## src/design/pit_map.svh

```systemverilog
`ifndef PIT_MAP_SVH
`define PIT_MAP_SVH
// Register regions, selected by address bits 11:8
`define PIT_RG_GLB 4'h0
`define PIT_RG_THR 4'h1
`define PIT_RG_MCTL 4'h2
`define PIT_RG_IEN 4'h3
// Word index inside the global region, address bits 7:2
`define PIT_IX_START 6'h00
`define PIT_IX_NCEN 6'h01
`define PIT_IX_GCTL 6'h02
`define PIT_IX_LVL 6'h03
`define PIT_IX_RUN 6'h04
// Global control bits
`define PIT_GC_EN 0
`define PIT_GC_PRE 1
// Mode control fields
`define PIT_CK_HI 7
`define PIT_CK_LO 5
`define PIT_MD_HI 4
`define PIT_MD_LO 2
`define PIT_EG_HI 1
`define PIT_EG_LO 0
`define PIT_CK_LAST 3'h5
// Measurement modes
`define PIT_MD_HILO 3'h2
`define PIT_MD_PWM 3'h4
`define PIT_MD_ROT 3'h5
`define PIT_MD_UPDN 3'h6
`define PIT_MD_X4 3'h7
// Edge sense codes
`define PIT_EG_NONE 2'h0
`define PIT_EG_RISE 2'h1
`define PIT_EG_FALL 2'h2
`define PIT_EG_BOTH 2'h3
// Interrupt enable bits
`define PIT_IE_C 3
`define PIT_IE_B 2
`define PIT_IE_A 1
`define PIT_IE_CAP 0
// Reset values
`define PIT_RST_W32 32'h0000_0000
`define PIT_RST_B8 8'h00
`define PIT_RST_IE 4'h0
`endif

```

## src/design/pit_pkg.sv

```systemverilog
package pit_pkg;
  typedef enum logic {PH_LOW, PH_HIGH} pit_phase_type;
endpackage

```

## src/design/pit_noise_filter.sv

```systemverilog
`timescale 1ns/1ps
module pit_noise_filter
  import pit_pkg::*;
#(
  parameter int TH_W = 16
) (
  input wire logic mclk_i,
  input wire logic rst_i,
  input wire logic clr_i,
  input wire logic din_i,
  input wire logic en_i,
  input wire logic pre_i,
  input wire logic [TH_W-1:0] thr_i,
  output logic dout_o,
  output logic busy_o
);
  logic out_q;
  logic busy_q;
  logic cand_q;
  logic pre_q;
  logic [TH_W-1:0] cnt_q;

  // ----------------------------------------
  // Filter state
  // ----------------------------------------
  // A run, once started, is finished even if the enable drops meanwhile
  always_ff @(posedge mclk_i or posedge rst_i) begin
    if (rst_i) begin
      out_q <= 1'b0;
      busy_q <= 1'b0;
      cand_q <= 1'b0;
      pre_q <= 1'b0;
      cnt_q <= '0;
    end else if (clr_i) begin
      out_q <= 1'b0;
      busy_q <= 1'b0;
      cnt_q <= '0;
    end else if (!busy_q) begin
      if (din_i != out_q) begin
        if (en_i) begin
          busy_q <= 1'b1;
          cnt_q <= '0;
          cand_q <= din_i;
          pre_q <= pre_i;
          if (!pre_i) begin
            out_q <= din_i;
          end
        end else begin
          out_q <= din_i;
        end
      end
    end else if (pre_q && din_i != cand_q) begin
      busy_q <= 1'b0;
    end else if (cnt_q == thr_i) begin
      out_q <= din_i;
      busy_q <= 1'b0;
    end else begin
      cnt_q <= cnt_q + 1'b1;
    end
  end

  assign dout_o = out_q;
  assign busy_o = busy_q;
endmodule // pit_noise_filter

```

## src/design/pit_top.sv

```systemverilog
// The implementer's own choices: the Wishbone slave port and the address map.
`timescale 1ns/1ps
`include "pit_map.svh"
// Operation
// Count only with run bit and master enable
// Run bits 19:0, upper bits read zero
// Stopped counters hold, resume from held value
// Prescaler free-running, never reset by start
// Longword access split into two halves
// All control registers clear on reset, standby
// One filter enable per subblock, A+B
// Enabled filter applies shared cancel mode
// Subsequent mode: pass, mask until match
// Preceding mode: pass at match unless changed
// Disabled mid-run subsequent: finish run, masked
// Disabled mid-run preceding: finish until match/change
// Bits 7:5 pick clock bus 0-5
// Bits 4:2 pick measurement mode
// Rotation mode only on subblocks 12-15; the code accepts it on every subblock
// Bits 1:0 pick edges on A input
// Edges from filtered or raw signal
// High/low mode: falling gives high time
// PWM/rotation: edge sets cycle, off-duty level
// Up/down and x4 need both edges
// B edges only in up/down, x4 modes
// Irq enable byte, bits 7:4 read zero
// Enable bits gate C, event, A, capture
// Overflow irq is OR of enabled flags
module pit_top
  import pit_pkg::*;
#(
  parameter int NSB = 20,
  parameter int NB = 3,
  parameter int TH_W = 16,
  parameter int PRE_W = 8
) (
  input wire logic mclk_i,
  input wire logic rst_i,
  input wire logic stby_i,
  input wire logic wb_cyc_i,
  input wire logic wb_stb_i,
  input wire logic wb_we_i,
  input wire logic [11:0] wb_adr_i,
  input wire logic [3:0] wb_sel_i,
  input wire logic [31:0] wb_dat_i,
  output logic [31:0] wb_dat_o,
  output logic wb_ack_o,
  input wire logic [NSB-1:0] pin_a_i,
  input wire logic [NB-1:0] pin_b_i,
  input wire logic [NSB-1:0] ovf_a_flag_i,
  input wire logic [NSB-1:0] ovf_b_flag_i,
  input wire logic [NSB-1:0] ovf_c_flag_i,
  input wire logic [NSB-1:0] cap_flag_i,
  output logic [NSB-1:0] cnt_tick_o,
  output logic [NSB-1:0] edge_a_o,
  output logic [NB-1:0] edge_b_o,
  output logic [NSB-1:0] level_gate_o,
  output logic [NSB-1:0] ovf_irq_o,
  output logic [NSB-1:0] cap_irq_o
);
  localparam int NIN = NSB + NB;

  // ----------------------------------------
  // Functions
  // ----------------------------------------
  function automatic logic [NSB-1:0] merge20(input logic [NSB-1:0] old,
                                             input logic [31:0] dat, input logic [31:0] m);
    logic [31:0] t;
    t = ({{(32-NSB){1'b0}}, old} & ~m) | (dat & m);
    return t[NSB-1:0];
  endfunction

  function automatic logic bus_tick(input logic [PRE_W-1:0] pre, input logic [2:0] ck);
    logic [PRE_W-1:0] m;
    m = PRE_W'((1 << ck) - 1);
    return (ck <= `PIT_CK_LAST) && ((pre & m) == m);
  endfunction

  function automatic logic pick_edge(input logic [1:0] eg, input logic r, input logic f);
    case (eg)
      `PIT_EG_RISE: return r;
      `PIT_EG_FALL: return f;
      `PIT_EG_BOTH: return r | f;
      default: return 1'b0;
    endcase
  endfunction

  // ----------------------------------------
  // Registers
  // ----------------------------------------
  logic [NSB-1:0] start_q;
  logic [NSB-1:0] ncen_q;
  logic [1:0] gctl_q;
  logic [TH_W-1:0] thr_q [NSB];
  logic [7:0] mctl_q [NSB];
  logic [3:0] ien_q [NSB];
  pit_phase_type ph_q;
  logic ack_q;
  logic [31:0] dat_q;
  logic [31:0] rdata;
  logic req;
  logic lo_we;
  logic hi_we;
  logic [31:0] wm;
  logic [3:0] region;
  logic [5:0] gix;
  logic [4:0] sb;
  logic sb_ok;

  assign req = wb_cyc_i && wb_stb_i && !ack_q;
  assign lo_we = req && wb_we_i && (ph_q == PH_LOW);
  assign hi_we = req && wb_we_i && (ph_q == PH_HIGH);
  assign region = wb_adr_i[11:8];
  assign gix = wb_adr_i[7:2];
  assign sb = wb_adr_i[6:2];
  assign sb_ok = !wb_adr_i[7] && (sb < 5'(NSB));
  // Only the lanes of the active half are written in a given cycle
  assign wm = lo_we ? {16'h0000, {8{wb_sel_i[1]}}, {8{wb_sel_i[0]}}} :
              hi_we ? {{8{wb_sel_i[3]}}, {8{wb_sel_i[2]}}, 16'h0000} : 32'h0000_0000;

  // ----------------------------------------
  // Bus handshake
  // ----------------------------------------
  // Every access takes two phases so halves never meet in one cycle
  always_ff @(posedge mclk_i or posedge rst_i) begin
    if (rst_i) begin
      ph_q <= PH_LOW;
      ack_q <= 1'b0;
    end else begin
      ack_q <= 1'b0;
      if (req) begin
        case (ph_q)
          PH_LOW: ph_q <= PH_HIGH;
          PH_HIGH: begin
            ph_q <= PH_LOW;
            ack_q <= 1'b1;
          end
          default: ph_q <= PH_LOW;
        endcase
      end
    end
  end

  always_ff @(posedge mclk_i or posedge rst_i) begin
    if (rst_i) begin
      dat_q <= `PIT_RST_W32;
    end else if (req && ph_q == PH_LOW) begin
      dat_q[15:0] <= rdata[15:0];
    end else if (req) begin
      dat_q[31:16] <= rdata[31:16];
    end
  end

  assign wb_ack_o = ack_q;
  assign wb_dat_o = dat_q;

  // ----------------------------------------
  // Global registers
  // ----------------------------------------
  always_ff @(posedge mclk_i or posedge rst_i) begin
    if (rst_i) begin
      start_q <= '0;
      ncen_q <= '0;
      gctl_q <= '0;
    end else if (stby_i) begin
      start_q <= '0;
      ncen_q <= '0;
      gctl_q <= '0;
    end else if (region == `PIT_RG_GLB) begin
      if (gix == `PIT_IX_START) begin
        start_q <= merge20(start_q, wb_dat_i, wm);
      end
      if (gix == `PIT_IX_NCEN) begin
        ncen_q <= merge20(ncen_q, wb_dat_i, wm);
      end
      if (gix == `PIT_IX_GCTL && lo_we && wb_sel_i[0]) begin
        gctl_q <= wb_dat_i[1:0];
      end
    end
  end

  // ----------------------------------------
  // Per-subblock registers
  // ----------------------------------------
  // Byte registers take lane 0 only; other lanes are dropped
  always_ff @(posedge mclk_i or posedge rst_i) begin
    if (rst_i) begin
      for (int i = 0; i < NSB; i++) begin
        thr_q[i] <= '0;
        mctl_q[i] <= `PIT_RST_B8;
        ien_q[i] <= `PIT_RST_IE;
      end
    end else if (stby_i) begin
      for (int i = 0; i < NSB; i++) begin
        thr_q[i] <= '0;
        mctl_q[i] <= `PIT_RST_B8;
        ien_q[i] <= `PIT_RST_IE;
      end
    end else if (lo_we && sb_ok) begin
      for (int i = 0; i < NSB; i++) begin
        if (sb == 5'(i)) begin
          if (region == `PIT_RG_THR) begin
            thr_q[i] <= (thr_q[i] & ~wm[TH_W-1:0]) | (wb_dat_i[TH_W-1:0] & wm[TH_W-1:0]);
          end
          if (region == `PIT_RG_MCTL && wb_sel_i[0]) begin
            mctl_q[i] <= wb_dat_i[7:0];
          end
          if (region == `PIT_RG_IEN && wb_sel_i[0]) begin
            ien_q[i] <= wb_dat_i[3:0];
          end
        end
      end
    end
  end

  // ----------------------------------------
  // Read mux
  // ----------------------------------------
  logic [NSB-1:0] lvl_a;
  logic [NSB-1:0] run;

  always_comb begin
    rdata = 32'h0000_0000;
    case (region)
      `PIT_RG_GLB: begin
        case (gix)
          `PIT_IX_START: rdata[NSB-1:0] = start_q;
          `PIT_IX_NCEN: rdata[NSB-1:0] = ncen_q;
          `PIT_IX_GCTL: rdata[1:0] = gctl_q;
          `PIT_IX_LVL: rdata[NSB-1:0] = lvl_a;
          `PIT_IX_RUN: rdata[NSB-1:0] = run;
          default: rdata = 32'h0000_0000;
        endcase
      end
      `PIT_RG_THR: if (sb_ok) begin
        rdata[TH_W-1:0] = thr_q[sb];
      end
      `PIT_RG_MCTL: if (sb_ok) begin
        rdata[7:0] = mctl_q[sb];
      end
      `PIT_RG_IEN: if (sb_ok) begin
        rdata[3:0] = ien_q[sb];
      end
      default: rdata = 32'h0000_0000;
    endcase
  end

  // ----------------------------------------
  // Prescaler and count gating
  // ----------------------------------------
  // Never cleared by a start, so the first tick may lag one bus period
  logic [PRE_W-1:0] pre_q;
  logic [NSB-1:0] tick_q;

  always_ff @(posedge mclk_i or posedge rst_i) begin
    if (rst_i) begin
      pre_q <= '0;
    end else begin
      pre_q <= pre_q + 1'b1;
    end
  end

  assign run = start_q & {NSB{gctl_q[`PIT_GC_EN]}};

  // Counters see no tick while stopped and therefore keep their value
  always_ff @(posedge mclk_i or posedge rst_i) begin
    if (rst_i) begin
      tick_q <= '0;
    end else begin
      for (int i = 0; i < NSB; i++) begin
        tick_q[i] <= run[i] && bus_tick(pre_q, mctl_q[i][`PIT_CK_HI:`PIT_CK_LO]);
      end
    end
  end

  assign cnt_tick_o = tick_q;

  // ----------------------------------------
  // Input synchronisers and filters
  // ----------------------------------------
  logic [NIN-1:0] s1_q;
  logic [NIN-1:0] s2_q;
  logic [NIN-1:0] s3_q;
  logic [NIN-1:0] st_q;
  logic [NIN-1:0] filt;
  logic [NIN-1:0] busy;
  logic [NIN-1:0] lvl;
  logic [NIN-1:0] lvl_q;

  // A change counts only once the second and third stages agree
  always_ff @(posedge mclk_i or posedge rst_i) begin
    if (rst_i) begin
      s1_q <= '0;
      s2_q <= '0;
      s3_q <= '0;
      st_q <= '0;
    end else begin
      s1_q <= {pin_b_i, pin_a_i};
      s2_q <= s1_q;
      s3_q <= s2_q;
      for (int i = 0; i < NIN; i++) begin
        if (s2_q[i] == s3_q[i]) begin
          st_q[i] <= s3_q[i];
        end
      end
    end
  end

  for (genvar g = 0; g < NIN; g++) begin : g_filt
    localparam int SB = (g < NSB) ? g : g - NSB;
    pit_noise_filter #(
      .TH_W(TH_W)
    ) u_filt (
      .mclk_i(mclk_i),
      .rst_i(rst_i),
      .clr_i(stby_i),
      .din_i(st_q[g]),
      .en_i(ncen_q[SB]),
      .pre_i(gctl_q[`PIT_GC_PRE]),
      .thr_i(thr_q[SB]),
      .dout_o(filt[g]),
      .busy_o(busy[g])
    );
    // A run left over after disable still owns the signal until it ends
    assign lvl[g] = (ncen_q[SB] || busy[g]) ? filt[g] : st_q[g];
  end

  assign lvl_a = lvl[NSB-1:0];

  // ----------------------------------------
  // Edge detection and level gate
  // ----------------------------------------
  logic [NSB-1:0] ea_q;
  logic [NB-1:0] eb_q;
  logic [NSB-1:0] gate_q;
  logic [NIN-1:0] rise;
  logic [NIN-1:0] fall;

  assign rise = lvl & ~lvl_q;
  assign fall = ~lvl & lvl_q;

  always_ff @(posedge mclk_i or posedge rst_i) begin
    if (rst_i) begin
      lvl_q <= '0;
      ea_q <= '0;
      eb_q <= '0;
      gate_q <= '0;
    end else begin
      lvl_q <= lvl;
      for (int i = 0; i < NSB; i++) begin
        ea_q[i] <= run[i] && pick_edge(mctl_q[i][`PIT_EG_HI:`PIT_EG_LO], rise[i], fall[i]);
        case (mctl_q[i][`PIT_MD_HI:`PIT_MD_LO])
          `PIT_MD_HILO, `PIT_MD_PWM, `PIT_MD_ROT: begin
            case (mctl_q[i][`PIT_EG_HI:`PIT_EG_LO])
              `PIT_EG_RISE: gate_q[i] <= run[i] && !lvl[i];
              `PIT_EG_FALL: gate_q[i] <= run[i] && lvl[i];
              default: gate_q[i] <= 1'b0;
            endcase
          end
          default: gate_q[i] <= 1'b0;
        endcase
      end
      for (int i = 0; i < NB; i++) begin
        case (mctl_q[i][`PIT_MD_HI:`PIT_MD_LO])
          `PIT_MD_UPDN, `PIT_MD_X4: eb_q[i] <= run[i] && (rise[NSB+i] || fall[NSB+i]);
          default: eb_q[i] <= 1'b0;
        endcase
      end
    end
  end

  assign edge_a_o = ea_q;
  assign edge_b_o = eb_q;
  assign level_gate_o = gate_q;

  // ----------------------------------------
  // Interrupt gating
  // ----------------------------------------
  logic [NSB-1:0] ovf_q;
  logic [NSB-1:0] cap_q;

  always_ff @(posedge mclk_i or posedge rst_i) begin
    if (rst_i) begin
      ovf_q <= '0;
      cap_q <= '0;
    end else begin
      for (int i = 0; i < NSB; i++) begin
        ovf_q[i] <= (ovf_c_flag_i[i] && ien_q[i][`PIT_IE_C]) ||
                    (ovf_b_flag_i[i] && ien_q[i][`PIT_IE_B]) ||
                    (ovf_a_flag_i[i] && ien_q[i][`PIT_IE_A]);
        cap_q[i] <= cap_flag_i[i] && ien_q[i][`PIT_IE_CAP];
      end
    end
  end

  assign ovf_irq_o = ovf_q;
  assign cap_irq_o = cap_q;
endmodule // pit_top

```

## config.mk

```make
export PLATFORM = sky130hd
export DESIGN_NAME = pit_top
export DESIGN_NICKNAME = d
export VERILOG_FILES = /design/src/design/pit_pkg.sv /design/src/design/pit_noise_filter.sv /design/src/design/pit_top.sv
export VERILOG_INCLUDE_DIRS = /design/src /design/src/design
export SDC_FILE = /design/constraint.sdc
export NUM_CORES = 2
export LEC_CHECK = 0
export BUFFER_PORTS_ARGS = -buffer_cell sky130_fd_sc_hd__buf_2
export CAP_MARGIN = 25
export CELL_PAD_IN_SITES_DETAIL_PLACEMENT = 0
export CELL_PAD_IN_SITES_GLOBAL_PLACEMENT = 2
export CORE_ASPECT_RATIO = 1.5
export CORE_MARGIN = 2
export CORE_UTILIZATION = 38
export CTS_CLUSTER_SIZE = 30
export DETAILED_ROUTE_END_ITERATION = 7
export PLACE_DENSITY = 0.76
export REMOVE_ABC_BUFFERS = 1
export SLEW_MARGIN = 30
export SYNTH_ARGS = -nofsm -noshare
export SYNTH_HDL_FRONTEND = slang
export SYNTH_SLANG_ARGS = --single-unit
```

## constraint.sdc

```tcl
create_clock -name mclk_i -period 36.7 [get_ports mclk_i]
set_clock_uncertainty 0.1 [all_clocks]
set_input_delay 1.835 -clock mclk_i [delete_from_list [all_inputs] [get_ports mclk_i]]
set_output_delay 1.835 -clock mclk_i [all_outputs]
set_load 0.02 [all_outputs]
```

==> flow_summary.json <==
{
  "finalHoldViolations": 0,
  "yosysMostFrequentCell": "dfrtp_1",
  "slew_violations": 0,
  "synth_cell_types": 113,
  "hold_class": "reg2reg",
  "switching_share_pct": 26.4,
  "dp_hpwl_mm": 178,
  "synth.area.top_cells": "dfrtp_1, mux4_2, o2bb2ai_1",
  "postRouteAntennaNets": 0,
  "antenna_found_initial": 11,
  "required_ns": 37.38,
  "critPathKind": "in2async",
  "cts_hold_buf": 0,
  "topRoutingLayerUsed": "met5",
  "place_area_sq_um": 72200,
  "cts_tree": "done",
  "combPwrFrac_pct": 9.3,
  "pwr-share-seq_pct": 45.2,
  "syn_to_final_growth_pct": 12.1,
  "drive_above_1_share_pct": 13.8,
  "max_freq_ghz": 0.157,
  "rows": 191,
  "dr.pass1.iters": 6,
  "start_util_pct": 38.2,
  "drt_wl_total_mm": 246,
  "clkSlewWorstSetupHoldPaths_ns": 0.06,
  "powerDensity_nw_per_um2": 44.4,
  "finalSetupViolations": 0,
  "internal_power_mw": 2.53,
  "final_area_sq_um": 77300,
  "yosys.area.top_type": "dfrtp_1",
  "dp.cells": 8979,
  "insertion_delay_ns": 0.82,
  "dp_slack_ns": 29.16,
  "cts.sinks": 1309,
  "cap_violations": 0,
  "cts_made_buffers": 150,
  "synth-seq-cells": 1309,
  "period_share_pct": 17.4,
  "p_sw_mw": 0.905,
  "synth-edff-count": 0,
  "synth_cells": 6597,
  "fp.dieW_microns": 352,
  "setup_slack_ns": 30.31,
  "root_buffer": "clkbuf_16",
  "outcome": "finished clean",
  "cp_data_arrival_time_ns": 7.07,
  "yosysTopAreaCellShare_pct": 47.5,
  "critPathMaxFanout": 126,
  "io_pins": 293,
  "grt.total_usage_pct": 26.2,
  "tightest_slew_ns": 1.10,
  "core_area_sq_um": 180000,
  "cts_setup_buffers": 0,
  "min_period_ns": 6.39,
  "ys_top_cells_by_count": "dfrtp_1, nand2_1, o21ai_0",
  "clkPwrFrac_pct": 45.5,
  "grt_max_degree": 164,
  "drtIter0Drc": 4933,
  "die_area_sq_um": 185000,
  "synth-async-reset-ratio_pct": 100,
  "vias": 54954,
  "instances_no_fill": 9247,
  "cts_max_level": 4,
  "nets": 7033,
  "fin_util_pct": 42.8,
  "ctsResizeCount": 0,
  "end_kind": "asynchronous set/reset pin",
  "ir_worst_vdd_uv": 34.2,
  "grt_remaining_overflow": 0,
  "grt_pass1_wl_mm": 363,
  "crit_path_start_kind": "primary input",
  "place.gp.congestion": 0.919,
  "portBuffers": 265,
  "grt_pass1_vias": 53673,
  "netlist_area_sq_um": 69000,
  "yosys_warnings": 0,
  "route.met2.wl_mm": 121,
  "rsz0062_at_grt": "false",
  "die_height_microns": 526,
  "vias_per_cell": 5.94,
  "post_drt_wl_per_cell_microns": 26.6,
  "synth_flop_cell": "dfrtp_1",
  "syn_avg_cell_area_sq_um": 10.5,
  "max-slew-margin-rel_pct": 26.4,
  "drt-met1-wl_mm": 98.9,
  "cts_max_path_buffers": 4,
  "yosysSeqAreaShare_pct": 47.5,
  "met3_length_mm": 13.5,
  "p_leak_nw": 33.9,
  "drc": 0
}
-- path summary, 6_finish.rpt --
kind	endpoint	cells past startpoint	startpoint	slack, ns
max	thr_q[97]	8	rst_i	30.31
min	s2_q[1]	0	s1_q[1]	0.24
max reg2reg	mctl_q[141]	6	ph_q	33.10
min reg2reg	s2_q[1]	0	s1_q[1]	0.24
max in group mclk_i	wb_dat_o[0]	7	wb_adr_i[2]	31.89
min in group asynchronous	lvl_q[2]	2	rst_i	0.93
-- logic make-up (layout without fill, tap and decap cells) --
family          after synthesis  in the layout  share of synthesized area [%]
compound gates             1735           1735                           17.5
xor+xnor                    465            465                           5.91
fa+ha+maj                   178            178                           3.15
buf+inv                     622            842                           4.11
flops                      1309           1309                           47.5
mux                         305            305                           7.34
other cells                   1             19                        0.00544
simple gates               1982           1982                           14.5
-- power by group through the flow --
stage	Combinational [mW]	Sequential [mW]	Clock, mW
floorplan	0.189	1.57	0
global placement	0.313	1.58	0
CTS	0.321	1.55	1.60
global route	0.353	1.56	1.65
finish	0.320	1.55	1.56
detailed placement	0.320	1.58	0
-- state kept, by name (all words and copies together) (netlist names), 80 cells and up --
name,cells
ien_q,80
mctl_q,160
g_filt.u_filt.cnt_q,368
thr_q,320
-- final cells by class --
class	instances	area [sq um]
multi-input combinational	4677	33600
timing repair buffer	341	2010
antenna	7	17.5
inverter	242	923
clock buffer	203	4310
sequential	1309	32800
fill	17136	103000
tap	2412	3020
clock inverter	56	692
-- critical path, stage by stage --
cell and delay (ns):
buf_2 0.13, clkinv_8 0.35, buf_4 0.74, buf_4 0.64, buf_4 0.63, buf_4 0.77
buf_4 0.71, buf_4 0.80
-- per-stage QoR --
stage,power (mW),TNS [ns],hold slack [ns]
finish,3.43,0,0.242
detailed placement,1.90,0,0.235
CTS,3.47,0,0.238
floorplan,1.76,-2790.82,0.231
global route,3.57,0,0.253
global placement,1.89,0,0.232
-- layout by cell type, fill, tap and decap left out, types with 209 or more instances in the layout --
| cell | netlist | final |
|---|---|---|
| dfrtp_1 | 1309 | 1308 |
| nand2_1 | 716 | 699 |
| o21ai_0 | 488 | 488 |
| o2bb2ai_1 | 322 | 322 |
| a21oi_1 | 297 | 292 |
| buf_2 | 104 | 262 |
| nor2_1 | 252 | 252 |
| xor2_1 | 249 | 249 |
| inv_1 | 239 | 237 |
| xnor2_1 | 216 | 216 |
| nand3_1 | 210 | 209 |
-- metal layers --
layer | track usage [%] | vias up
met1 | 32.8 | 27915
li1 | - | 24651
met4 | 11.6 | 10
met2 | 44.8 | 1862
met3 | 3.60 | 516
met5 | 0 | -
No activity file was read; power rests on OpenSTA's default activity.
